**config.mk**
```make
export PLATFORM = sky130hd
export DESIGN_NAME = interrupt_request_unit
export DESIGN_NICKNAME = d
export VERILOG_FILES = /design/src/rtl/irq_unit_pkg.sv /design/src/rtl/pin_synchroniser.sv /design/src/rtl/edge_flag_detector.sv /design/src/rtl/interrupt_request_unit.sv
export VERILOG_INCLUDE_DIRS = /design/src /design/src/rtl
export SDC_FILE = /design/constraint.sdc
export NUM_CORES = 1
export LEC_CHECK = 0
export BUFFER_PORTS_ARGS = -buffer_cell sky130_fd_sc_hd__buf_2
export CORE_MARGIN = 1.5
export CORE_UTILIZATION = 53
export CTS_CLUSTER_DIAMETER = 120
export CTS_CLUSTER_SIZE = 40
export DETAILED_ROUTE_END_ITERATION = 10
export GPL_ROUTABILITY_DRIVEN = 0
export GPL_TIMING_DRIVEN = 0
export PLACE_DENSITY = 0.78
export SYNTH_ARGS = -nofsm -noshare
export SYNTH_HDL_FRONTEND = slang
export SYNTH_SLANG_ARGS = --single-unit
```
**constraint.sdc**
```tcl
create_clock -name i_clk -period 2.8 [get_ports i_clk]
set_input_delay 0.56 -clock i_clk [delete_from_list [all_inputs] [get_ports i_clk]]
set_output_delay 0.56 -clock i_clk [all_outputs]
set_load 0.005 [all_outputs]
```
**src/rtl/irq_unit_map.svh**
```systemverilog
// constants of the interrupt request unit
// assumes one 100 MHz clock and an 8-bit data-memory stack
`ifndef IRQ_UNIT_MAP_SVH
`define IRQ_UNIT_MAP_SVH

// number of request sources
`define NUM_SOURCES    7
// source bit positions in the request flag word
`define SRC_PORT_A     0
`define SRC_PORT_B     1
`define SRC_T16        2
`define SRC_COMPARATOR 3
`define SRC_SECOND_TIMER     4
`define SRC_THIRD_TIMER     5
`define SRC_PWM0       6
// edge selection codes
`define EDGE_BOTH      2'h0
`define EDGE_RISE      2'h1
`define EDGE_FALL      2'h2
// program flow
`define VECTOR_ADDR    16'h0010
`define SP_STEP        8'h02
`define SP_HI_OFS      8'h01
// reset values
`define FLAGS_RESET    7'h00
`define SP_RESET       8'h00
`define BYTE_ZERO      8'h00
`define WORD_ZERO      16'h0000

`endif

```
**src/rtl/irq_unit_pkg.sv**
```systemverilog
// types shared by the interrupt request unit files
// assumes irq_unit_map.svh for all numeric constants but the state codes
package irq_unit_pkg;

    // sequencer states, one-hot
    typedef enum logic [5:0] {
        st_idle    = 6'h01,
        st_push_hi = 6'h02,
        st_pop_lo  = 6'h04,
        st_pop_hi  = 6'h08,
        st_pop_end = 6'h10,
        st_spare   = 6'h20
    } seq_state_t;

    // state of the top-level unit
    typedef struct packed {
        seq_state_t  state;
        logic [6:0]  flags;
        logic        gie;
        logic [7:0]  stack_pointer;
        logic        mem_we;
        logic        mem_re;
        logic [7:0]  mem_addr;
        logic [7:0]  mem_wdata;
        logic [15:0] hold;
        logic [7:0]  low_byte;
        logic        op_irq;
        logic        op_reti;
        logic        pc_load;
        logic [15:0] pc_value;
        logic        af_load;
        logic [7:0]  accumulator;
        logic [7:0]  flag_reg;
        logic        taken;
        logic        done;
        logic        busy;
    } unit_state_t;

    // state of a pin synchroniser
    typedef struct packed {
        logic [2:0] stages;
        logic       level;
    } sync_state_t;

    // state of an edge detector
    typedef struct packed {
        logic prev;
    } edge_state_t;

endpackage

```
**src/rtl/pin_synchroniser.sv**
```systemverilog
// three-stage synchroniser for one asynchronous input
// assumes i_clk domain; output changes once stages two and three agree
`timescale 1ns/100ps
`default_nettype none

module pin_synchroniser (
    // clock and reset
    input  wire logic i_clk,
    input  wire logic i_resetn,
    // asynchronous level in, synchronised level out
    input  wire logic i_async,
    output var  logic o_level
);

    irq_unit_pkg::sync_state_t st;
    irq_unit_pkg::sync_state_t next_st;

    // shift chain; stage one feeds only stage two
    always_comb begin
        next_st = st;
        next_st.stages = {st.stages[1:0], i_async};
        if (st.stages[1] == st.stages[2]) begin
            next_st.level = st.stages[2];
        end
    end

    // state register
    always_ff @(posedge i_clk or negedge i_resetn) begin
        if (!i_resetn) begin
            st <= '0;
        end else begin
            st <= next_st;
        end
    end

    assign o_level = st.level;

endmodule

`default_nettype wire

```
**src/rtl/edge_flag_detector.sv**
```systemverilog
// edge detector with selectable polarity for one request source
// assumes a level already in the i_clk domain
`timescale 1ns/100ps
`default_nettype none
`include "irq_unit_map.svh"

module edge_flag_detector (
    // clock and reset
    input  wire logic       i_clk,
    input  wire logic       i_resetn,
    // level and edge mode
    input  wire logic       i_level,
    input  wire logic [1:0] i_mode,
    // one-cycle event
    output var  logic       o_event
);

    irq_unit_pkg::edge_state_t st;
    irq_unit_pkg::edge_state_t next_st;
    logic                      rise;
    logic                      fall;

    // edge decode against the previous sample
    always_comb begin
        next_st      = st;
        next_st.prev = i_level;
        rise         = i_level & ~st.prev;
        fall         = ~i_level & st.prev;
        unique case (i_mode)
            `EDGE_RISE: o_event = rise;
            `EDGE_FALL: o_event = fall;
            default:    o_event = rise | fall; // both edges
        endcase
    end

    // state register
    always_ff @(posedge i_clk or negedge i_resetn) begin
        if (!i_resetn) begin
            st <= '0;
        end else begin
            st <= next_st;
        end
    end

endmodule

`default_nettype wire

```
**src/rtl/interrupt_request_unit.sv**
```systemverilog
// interrupt request unit: flags, enables, entry and return sequencing
// assumes a cpu that offers instruction boundaries and holds off while busy,
// and a byte-wide data memory with one cycle of read latency
`timescale 1ns/100ps
`default_nettype none
`include "irq_unit_map.svh"

module interrupt_request_unit (
    // clock and reset
    input  wire logic        i_clk,
    input  wire logic        i_resetn,
    // request sources
    input  wire logic        i_port_a_bit_zero,
    input  wire logic        i_port_b_bit_zero,
    input  wire logic        i_comparator,
    input  wire logic [7:0]  i_t16_count_high,
    input  wire logic [2:0]  i_t16_bit_select,
    input  wire logic        i_second_timer,
    input  wire logic        i_third_timer,
    input  wire logic        i_first_pwm_generator,
    // configuration
    input  wire logic [11:0] i_edge_select,
    input  wire logic        i_t16_falling_edge,
    input  wire logic [6:0]  i_source_enable_reg,
    // software access
    input  wire logic        i_flag_write,
    input  wire logic [6:0]  i_flag_wdata,
    input  wire logic        i_global_enable_cmd,
    input  wire logic        i_global_disable_cmd,
    input  wire logic        i_sp_write,
    input  wire logic [7:0]  i_sp_wdata,
    // cpu sequencer
    input  wire logic        i_instr_boundary,
    input  wire logic [15:0] i_pc,
    input  wire logic        i_return,
    input  wire logic        i_save_af,
    input  wire logic        i_restore_af,
    input  wire logic [7:0]  i_accumulator,
    input  wire logic [7:0]  i_flag_reg,
    // stack memory
    output var  logic        o_mem_we,
    output var  logic        o_mem_re,
    output var  logic [7:0]  o_mem_addr,
    output var  logic [7:0]  o_mem_wdata,
    input  wire logic [7:0]  i_mem_rdata,
    // results to the cpu
    output var  logic [6:0]  o_request_flags,
    output var  logic        o_global_enable,
    output var  logic [7:0]  o_stack_pointer,
    output var  logic        o_pc_load,
    output var  logic [15:0] o_pc_value,
    output var  logic        o_af_load,
    output var  logic [7:0]  o_accumulator,
    output var  logic [7:0]  o_flag_reg,
    output var  logic        o_taken,
    output var  logic        o_done,
    output var  logic        o_busy
);

    irq_unit_pkg::unit_state_t st;
    irq_unit_pkg::unit_state_t next_st;
    logic [6:0]                src_level;
    logic [6:0]                edge_evt;
    logic [2:0]                pin_level;
    logic                      take;
    logic                      start_pop;

    // asynchronous sources pass the synchroniser
    pin_synchroniser u_sync_pa (
        .i_clk    (i_clk),
        .i_resetn (i_resetn),
        .i_async  (i_port_a_bit_zero),
        .o_level  (pin_level[0])
    );
    pin_synchroniser u_sync_pb (
        .i_clk    (i_clk),
        .i_resetn (i_resetn),
        .i_async  (i_port_b_bit_zero),
        .o_level  (pin_level[1])
    );
    pin_synchroniser u_sync_cmp (
        .i_clk    (i_clk),
        .i_resetn (i_resetn),
        .i_async  (i_comparator),
        .o_level  (pin_level[2])
    );

    // source levels in flag-bit order
    always_comb begin
        src_level                  = '0;
        src_level[`SRC_PORT_A]     = pin_level[0];
        src_level[`SRC_PORT_B]     = pin_level[1];
        src_level[`SRC_T16]        = i_t16_count_high[i_t16_bit_select];
        src_level[`SRC_COMPARATOR] = pin_level[2];
        src_level[`SRC_SECOND_TIMER]     = i_second_timer;
        src_level[`SRC_THIRD_TIMER]     = i_third_timer;
        src_level[`SRC_PWM0]       = i_first_pwm_generator;
    end

    // one edge detector per source; the T16 slot has its own polarity bit
    genvar g;
    generate
        for (g = 0; g < `NUM_SOURCES; g++) begin : g_edge
            localparam int SEL = (g < `SRC_T16) ? g : g - 1;
            logic [1:0] mode;
            if (g == `SRC_T16) begin : g_t16
                assign mode = i_t16_falling_edge ? `EDGE_FALL : `EDGE_RISE;
            end else begin : g_other
                assign mode = i_edge_select[2*SEL +: 2];
            end
            edge_flag_detector u_edge (
                .i_clk    (i_clk),
                .i_resetn (i_resetn),
                .i_level  (src_level[g]),
                .i_mode   (mode),
                .o_event  (edge_evt[g])
            );
        end
    endgenerate

    // entry condition: enabled pending request at an instruction boundary
    assign take = (st.state == irq_unit_pkg::st_idle) & i_instr_boundary & st.gie
                & (|(st.flags & i_source_enable_reg));
    assign start_pop = (st.state == irq_unit_pkg::st_idle) & ~take & (i_return | i_restore_af);

    // next-state logic
    always_comb begin
        next_st         = st;
        next_st.mem_we  = 1'b0;
        next_st.pc_load = 1'b0;
        next_st.af_load = 1'b0;
        next_st.taken   = 1'b0;
        next_st.done    = 1'b0;
        // set wins over the software clear, enable plays no part
        next_st.flags = (i_flag_write ? (st.flags & i_flag_wdata) : st.flags) | edge_evt;
        if (i_global_enable_cmd) begin
            next_st.gie = 1'b1;
        end
        if (i_global_disable_cmd) begin
            next_st.gie = 1'b0;
        end
        unique case (st.state)
            irq_unit_pkg::st_idle: begin
                if (i_sp_write) begin
                    next_st.stack_pointer = i_sp_wdata;
                end
                if (take) begin
                    next_st.gie       = 1'b0;
                    next_st.op_irq    = 1'b1;
                    next_st.hold      = i_pc;
                    next_st.mem_we    = 1'b1;
                    next_st.mem_addr  = st.stack_pointer;
                    next_st.mem_wdata = i_pc[7:0];
                    next_st.taken     = 1'b1;
                    next_st.state     = irq_unit_pkg::st_push_hi;
                end else if (start_pop) begin
                    next_st.op_reti  = i_return;
                    next_st.mem_re   = 1'b1;
                    next_st.mem_addr = st.stack_pointer - `SP_STEP;
                    next_st.state    = irq_unit_pkg::st_pop_lo;
                end else if (i_save_af) begin
                    next_st.op_irq    = 1'b0;
                    next_st.hold      = {i_flag_reg, i_accumulator};
                    next_st.mem_we    = 1'b1;
                    next_st.mem_addr  = st.stack_pointer;
                    next_st.mem_wdata = i_accumulator;
                    next_st.state     = irq_unit_pkg::st_push_hi;
                end
            end
            irq_unit_pkg::st_push_hi: begin
                next_st.mem_we        = 1'b1;
                next_st.mem_addr      = st.stack_pointer + `SP_HI_OFS;
                next_st.mem_wdata     = st.hold[15:8];
                next_st.stack_pointer = st.stack_pointer + `SP_STEP;
                next_st.pc_load       = st.op_irq;
                next_st.pc_value      = `VECTOR_ADDR;
                next_st.done          = 1'b1;
                next_st.state         = irq_unit_pkg::st_idle;
            end
            irq_unit_pkg::st_pop_lo: begin
                // second read address; the low byte arrives on the next cycle
                next_st.mem_addr = st.stack_pointer - `SP_HI_OFS;
                next_st.state    = irq_unit_pkg::st_pop_hi;
            end
            irq_unit_pkg::st_pop_hi: begin
                next_st.low_byte = i_mem_rdata;
                next_st.mem_re   = 1'b0;
                next_st.state    = irq_unit_pkg::st_pop_end;
            end
            irq_unit_pkg::st_pop_end: begin
                next_st.stack_pointer = st.stack_pointer - `SP_STEP;
                next_st.done          = 1'b1;
                if (st.op_reti) begin
                    next_st.pc_load  = 1'b1;
                    next_st.pc_value = {i_mem_rdata, st.low_byte};
                    next_st.gie      = 1'b1;
                end else begin
                    next_st.af_load     = 1'b1;
                    next_st.accumulator = st.low_byte;
                    next_st.flag_reg    = i_mem_rdata;
                end
                next_st.state = irq_unit_pkg::st_idle;
            end
            default: begin
                next_st.mem_re = 1'b0;
                next_st.state  = irq_unit_pkg::st_idle;
            end
        endcase
        next_st.busy = (next_st.state != irq_unit_pkg::st_idle);
    end

    // state register
    always_ff @(posedge i_clk or negedge i_resetn) begin
        if (!i_resetn) begin
            st               <= '0;
            st.state         <= irq_unit_pkg::st_idle;
            st.flags         <= `FLAGS_RESET;
            st.stack_pointer <= `SP_RESET;
        end else begin
            st <= next_st;
        end
    end

    // outputs straight from the state register
    assign o_mem_we        = st.mem_we;
    assign o_mem_re        = st.mem_re;
    assign o_mem_addr      = st.mem_addr;
    assign o_mem_wdata     = st.mem_wdata;
    assign o_request_flags = st.flags;
    assign o_global_enable = st.gie;
    assign o_stack_pointer = st.stack_pointer;
    assign o_pc_load       = st.pc_load;
    assign o_pc_value      = st.pc_value;
    assign o_af_load       = st.af_load;
    assign o_accumulator   = st.accumulator;
    assign o_flag_reg      = st.flag_reg;
    assign o_taken         = st.taken;
    assign o_done          = st.done;
    assign o_busy          = st.busy;
endmodule

`default_nettype wire

```
Word-level counts from Yosys, hierarchy flattened
Cells that the tools add are included.
- bits in registers: 122
- bits of input ports: 102
- add/subtract/negate cells: 4
- magnitude comparators: 1
- eq/ne operators: 31
- muxes and demuxes: 45
- bitwise logic cells: 47
- reductions and logical operators: 16
- operators by type and width (cell ; number):
    $mux W32 ; 2
    $mux W17 ; 3
    $pmux W8 S3 ; 2
    $pmux W17 S2 ; 1
    $mux W24 ; 1
    $pmux W1 S2 ; 10
    $and A1 B1 Y1 ; 19
    $mux W6 ; 3
    $pmux W6 S3 ; 1
    $not A1 Y1 ; 17
    $mux W1 ; 16
    $mux W8 ; 2
    $pmux W8 S2 ; 1
    $and A7 B7 Y7 ; 2
    $eq A2 B1 Y1 const B ; 7
    $eq A2 B2 Y1 const B ; 7
    $reduce_and A3 Y1 ; 4
    $ne A2 B2 Y1 const B ; 5
    $add A8 B1 Y8 const B ; 1
    $add A8 B2 Y8 const B ; 1
    $or A1 B1 Y1 ; 8
    $reduce_and A2 Y1 ; 4
    $sub A8 B1 Y8 const B ; 1
    $sub A8 B2 Y8 const B ; 1
    other kinds (19) ; 25

Depth between registers and ports, before layout
Gate-level depths: netlist of the first run.
- depth after elaboration: 11
- mapped depth: 11
- gate-level depth less buffers: 10

By module
Synthesis of the first run repeated with hierarchy kept, for this count alone.
- cell total of the unflattened synthesis: 628
- area, all modules: 6236.0 µm²
- modules (own cells, without submodules) (module ; times used ; cells each ; area each (µm²) ; seq. area each (µm²)):
    interrupt_request_unit ; 1 ; 536 ; 5131.2 ; 2378.5
    edge_flag_detector ; 7 ; 11 ; 110.1 ; 25.0
    pin_synchroniser ; 3 ; 5 ; 111.4 ; 100.1

Worst setup path after synthesis of the first run
OpenSTA, ideal clock, no wires.
- path kind: register to register
- from: register st[98] in the netlist's numbering
- to: register st (netlist bit o_mem_addr[7])
- setup time: 0.127 ns
- arrival: 2.292 ns
- path slack: 0.381 ns
- stages on the path, launching flop included: 12
- path through: dfrtp_1 clkbuf_1 nor2_1 nand3_1 inv_1 ha_1 a21o_1 a21oi_1 a32oi_1 a211o_1 a21oi_1 o21ai_0
- cells in the longest elaborated chain, start to end: 10
- ends and longest elaborated chain (item ; line ; source):
    start: declaration ; interrupt_request_unit.sv:60 ; irq_unit_pkg::unit_state_t st;
    start signal: assignment ; interrupt_request_unit.sv:220 ; st <= next_st;
    $eq A6 B1 Y1 ; interrupt_request_unit.sv:122, interrupt_request_unit.sv:124, interrupt_request_unit.sv:142 ;
    $and A1 B1 Y1 (2 in series) ; interrupt_request_unit.sv:122 ; assign take = (st.state == irq_unit_pkg::st_idle) & i_instr_boundary & st.gie
    $and A1 B1 Y1 ; interrupt_request_unit.sv:123 ; & (|(st.flags & i_source_enable_reg));
    $not A1 Y1 (no source line) ; n/a ;
    $and A1 B1 Y1 (2 in series) ; interrupt_request_unit.sv:124 ; assign start_pop = (st.state == irq_unit_pkg::st_idle) & ~take & (i_return | i_restore_af);
    $mux W8 ; interrupt_request_unit.sv:156 ; end else if (start_pop) begin
    $mux W32 ; interrupt_request_unit.sv:147 ; if (take) begin
    $pmux W8 S3 ; interrupt_request_unit.sv:142 ; unique case (st.state)
Several ways; a longest one is shown, not always the timed one.
A chain may end at the register's enable or synchronous reset.

Worst setup path in the final report of the first run
Same ends and word-level chain as after synthesis.

==> metrics, run 1 <==
GRT Total Usage 0.268; Max-slew headroom 0.349; most frequent cells in the layout buf_2, dfrtp_1, nand2_1; Util after Layout 0.709; total chip power between 6 and 7 mW; cell breakdown of the critical path clkbuf_1 -> nor2_1 -> nand3_2 -> inv_4 -> ha_1 -> a21o_1 -> a21oi_1 -> a32oi_1 -> a211o_1 -> a21oi_1 -> o21ai_0; largest cells by area after synthesis dfrtp_1, buf_4, ha_1, nand2_1, mux2_2; largest family of logic cells by synthesized area simple AND/OR/NAND/NOR gates; # port buffers around 170; chip width approximately 110 µm; DIE AREA ~12000 µm²; clock tree from TritonCTS done; crit end category flip-flop; CP dominant cell by count a21oi_1; first-pass GRT wire length about 24000 µm; Ys Warns 0; final hold vios 0; ANT cells 0; library cells used by synthesis 58; DR top layer met4; Post-synth EDFFs 0; Layout Nets ~950; layout cells sized above 1 0.374; critical path class reg -> reg; clock buffer depth 2; Leak 4.09 nW; run status complete, no violations; asr flop ratio synth 1.00; post-synthesis mux area share 0.0407; FMAX between 300 and 400 MHz; area share of the largest cell type after synthesis 0.465; max incr delay on CP around 0.36 ns; Slew Limit Fails 0; Max VDD drop 0.000682 V; FP Rows 38; Num CTS Buffers 17; placed insts approximately 940; post-synthesis adder-cell area fraction 0.0740; commonest non-fill, non-tap cell in the layout buf_2; total of max-cap violations 0; area leader, netlist dfrtp_1; clk_lat worst skew roughly 0.41 ns; xor-xnor portion of the synthesized cell area 0.0187; crit path max fanout 8; unrepaired setup endpoints after global routing yes; Pre-antenna DRT Iters 6; final cell count without fillers between 900 and 1000; Hold Path Class in -> async; fin crit share 0.977; M1 WL about 6200 µm; antenna violations before repair 0; Top reg by flops st; register share of total power 0.361; DRC 0; die height ~110 µm; sequential area share after synthesis 0.469; DR WL met2 between 7000 and 8000 µm; final WL roughly 16000 µm; Syn Std Cell Area between 6000 and 7000 µm²; CTS sink cnt around 110; initial drt markers about 300; DR vias approximately 5300; Final Setup Violations 0; setup_tns 0 ns; Top FF cell, synth dfrtp_1; H-Tree Depth 4; wire length per cell approximately 16 µm; sw frac 0.302; top-level port count 173; Compound-Gate Fraction of Synth Area 0.127; CP required between 3 and 4 ns; Net Switching approximately 2.0 mW; met3 wire len roughly 1200 µm; Layout Skew between 0.008 and 0.009 ns; Int Power 4.52 mW; Least-Margin Pin Slew around 0.97 ns; fin crit period approximately 2.7 ns; post-DP HPWL roughly 11000 µm; largest net degree at the start of global routing 64; Vias/cell ~5.4; power per standard cell area 827 nW/µm²; Clk pin slew, worst setup/hold paths around 0.060 ns; Syn Area/Cell approximately 10 µm²; number of flip-flops under the largest register name 24; Cell Area, Placed 7150 µm²; Syn Nets about 760; Final ANT Viol Nets 0; Clk pwr share 0.357; Floorplan Core Area 11000 µm²; Critical Path Start Type flip-flop; synthesis-stage register bit count 114; critical path arrival between 3 and 4 ns; grt total ovfl 0; Post-Synthesis Cells 624; Root Buffer clkbuf_16; vias in the first global route between 5000 and 6000; Comb power frac 0.281; Syn-to-layout area delta 28.6%; simple-gate share of the synthesized area 0.149; Final Cell Area about 7800 µm²; initial core utilization 0.551; Crit-path slowest cell dfrtp_1
==> per-stage QoR <==
stage | hold slack (ns) | worst slack, ns
final | 0.219 | 0.0650
after global routing | 0.229 | -0.133
after CTS | 0.241 | 0.000123
after detailed placement | 0.343 | -0.0384
after global placement | 0.333 | -0.119
after floorplan | 0.264 | 0.381
==> worst max-delay path: cells and delay by family (launching register included) <==
| kind | cells | cell delay [ns] |
|---|---|---|
| AO/OA/AOI/OAI | 6 | 1.21 |
| AND/OR/NAND/NOR | 2 | 0.39 |
| flip-flops | 1 | 0.36 |
| buffers and inverters | 2 | 0.36 |
| adder cells (fa/ha/maj) | 1 | 0.29 |
==> power groups by stage <==
stage,combinational [mW],clock (mW),sequential (mW)
after floorplan,1.23,0,2.26
after global placement,1.71,0,2.33
after detailed placement,1.79,0,2.35
after CTS,1.81,2.33,2.34
after global routing,2.02,2.41,2.39
final,1.82,2.31,2.34
==> layout make-up <==
cell class | instances | area (µm²)
clock inverter | 14 | 201
fill | 824 | 3210
multi-input combinational | 382 | 2520
inverter | 40 | 153
sequential | 114 | 2850
clock buffer | 18 | 429
tap | 140 | 175
timing repair buffer | 175 | 906
buffer | 88 | 587
==> logic make-up after synthesis <==
logic type               count (synthesis)
flip-flops                             114
XOR/XNOR                                13
multiplexers                            20
adder cells (fa/ha/maj)                 36
other                                    1
AND/OR/NAND/NOR                        201
buffers and inverters                  128
AO/OA/AOI/OAI                          111
==> layer usage <==
layer / vias up / global-route usage
met5: - / 0
met1: 2543 / 0.315
met3: 36 / 0.0823
met4: 0 / 0.127
met2: 227 / 0.449
li1: 2467 / -
==> worst paths after layout <==
check	from	endpoint	slack, ns	cells after the start
worst max-delay path	st[98]	o_mem_addr[7]	0.07	11
worst min-delay path	i_resetn	u_sync_cmp.next_st[3]	0.22	1
worst max register to register	st[98]	o_mem_addr[7]	0.07	11
worst min register to register	u_sync_pa.next_st[2]	u_sync_pa.next_st[3]	0.35	0
max in group asynchronous	i_resetn	o_mem_addr[7]	1.85	2
min in group i_clk	i_port_b_bit_zero	u_sync_pb.next_st[2]	0.25	1
==> cell usage after synthesis, types with 11 or more instances <==
library cell and number:
buf_4 64, a21oi_1 11, a31oi_1 12, mux2_2 18, nand3_1 27, nor3_1 15
clkbuf_1 19, ha_1 32, nor2_1 36, nand2_1 97, o21ai_0 28, inv_1 39
dfrtp_1 113
==> what timing repair did <==
action,in CTS,in global routing
buffers inserted,0,2
resized for setup,2,9
hold buffers,0,0
setup endpoints to repair,10,28
Note: power is estimated with default switching activity, not from simulation.
==> run 2: changes to the inputs <==
CTS_BUF_LIST = sky130_fd_sc_hd__clkbuf_8 sky130_fd_sc_hd__clkbuf_16   (was default)
==> metrics, run 2 (synthesis results as in run 1) <==
GRT Total Usage 0.268 (unchanged); post-DP HPWL 11300 µm (unchanged); Crit-path slowest cell dfrtp_1; max incr delay on CP 0.36 ns (about the same); crit path max fanout 8 (unchanged); delay-heaviest family, CP compound AO/OA/AOI/OAI gates; final cell count without fillers 971 (unchanged); fin crit period 2.73 ns (-0.00575 ns); Pre-antenna DRT Iters 5 (-1); run status complete, no violations; initial drt markers 289 (-4.3%); Final Cell Area 7820 µm² (unchanged); DR vias 5276 (+0.057%); antenna violations before repair 0 (unchanged); DRC 0 (unchanged); # port buffers 172 (unchanged); vias in the first global route 5145 (-0.039%); CP required 3.08 ns (about the same); worst slack, placed -0.0384 ns (unchanged); Max-slew headroom 0.344 (-0.00555); final hold vios 0 (unchanged); setup_tns 0 ns (unchanged); chip width 110 µm (unchanged); unrepaired setup endpoints after global routing yes; Slew Limit Fails 0 (unchanged); Critical Path Start Type flip-flop; FMAX 366 MHz (+0.21%); Floorplan Core Area 11000 µm² (unchanged); fin worst setup slack 0.0708 ns (+0.00575 ns); H-Tree Depth 4 (unchanged); Hold WS 0.224 ns (+0.00514 ns); CTS sink cnt 114 (unchanged); wire length per cell 16.1 µm (+0.22%); ANT cells 0 (unchanged); top-level port count 173 (unchanged); crit end category flip-flop; die height 110 µm (unchanged); total of max-cap violations 0 (unchanged); clock buffer depth 2 (unchanged); layout cells sized above 1 0.374 (unchanged); critical path class reg -> reg; crit path buf inv count 2 (unchanged); commonest non-fill, non-tap cell in the layout buf_2; grt total ovfl 0 (unchanged); first-pass GRT wire length 24300 µm (unchanged); cell breakdown of the critical path clkbuf_1 -> nor2_1 -> nand3_2 -> inv_4 -> ha_1 -> a21o_1 -> a21oi_1 -> a32oi_1 -> a211o_1 -> a21oi_1 -> o21ai_0; Vias/cell 5.43 (about the same); fin crit share 0.975 (-0.00205); Hold Path Class in -> async; Syn-to-layout area delta 28.6% (unchanged); final WL 15600 µm (+0.22%); critical path arrival 3.01 ns (about the same); Cell Area, Placed 7150 µm² (unchanged); number of flip-flops under the largest register name 24 (unchanged); Num CTS Buffers 17 (unchanged); clk_lat worst skew 0.41 ns (about the same); Layout Nets 953 (unchanged); Clk pin slew, worst setup/hold paths 0.06 ns (about the same); Max VDD drop 0.000670 V (-1.7%); Root Buffer clkbuf_16; Least-Margin Pin Slew 0.976 ns (+0.00825 ns); most frequent cells in the layout buf_2, dfrtp_1, nand2_1; placed insts 937 (unchanged); Top reg by flops st; clock tree from TritonCTS done; FP Rows 38 (unchanged); DIE AREA 12100 µm² (unchanged); Final ANT Viol Nets 0 (unchanged); CP dominant cell by count a21oi_1; power per standard cell area 827 nW/µm² (about the same); Final Setup Violations 0 (unchanged); Leak 4.09 nW (+0.10%); Layout Skew 0.00860 ns (-0.00000283 ns); largest net degree at the start of global routing 64 (unchanged); initial core utilization 0.551 (unchanged); Hold Buf Count CTS 0 (unchanged)
[run 2: power by group]
group	internal, mW	total [mW]	switching, mW
Sequential	2.04	2.34	0.302
Combinational	0.976	1.82	0.844
Clock	1.50	2.31	0.811
[run 2: path summary, 6_finish.rpt]
| check | from | endpoint | slack, ns | cells past startpoint |
|---|---|---|---|---|
| setup / recovery | st[98] | o_mem_addr[7] | 0.07 | 11 |
| hold / removal | i_resetn | u_sync_cmp.next_st[3] | 0.22 | 1 |
| setup reg to reg | st[98] | o_mem_addr[7] | 0.07 | 11 |
| hold reg to reg | u_sync_pa.next_st[2] | u_sync_pa.next_st[3] | 0.35 | 0 |
| max in group asynchronous | i_resetn | o_mem_addr[7] | 1.84 | 2 |
| min in group i_clk | i_port_b_bit_zero | u_sync_pb.next_st[2] | 0.25 | 1 |
[run 2: what timing repair did]
item,4_1_cts,5_1_grt
resized for setup,2,9
setup buffers,0,2
setup endpoints to repair,10,28
[run 2: layout make-up]
class / instances / area, µm²
plain buffers: 88 / 587
clock buffers: 17 / 425
clock inverters: 15 / 205
fillers: 824 / 3210
inverters: 40 / 153
multi-input cells: 382 / 2520
flip-flops and latches: 114 / 2850
well taps: 140 / 175
repair buffers: 175 / 906
[run 2: per-stage QoR]
step           power, mW   util
3_3_place_gp        4.04  0.645
4_1_cts             6.48  0.706
5_1_grt             6.81  0.709
3_5_place_dp        4.14  0.648
6_report            6.47  0.709
2_1_floorplan       3.49      -
[run 2: layer usage]
| metal | vias to the layer above | share of wire | routed length, µm | global-route usage |
|---|---|---|---|---|
| li1 | 2466 | - | - | - |
| met1 | 2552 | 0.40 | 6200 | 0.315 |
| met2 | 221 | 0.50 | 7750 | 0.449 |
| met3 | 37 | 0.078 | 1230 | 0.0823 |
| met4 | 0 | 0.028 | 441 | 0.127 |
| met5 | - | 0 | 0 | 0 |
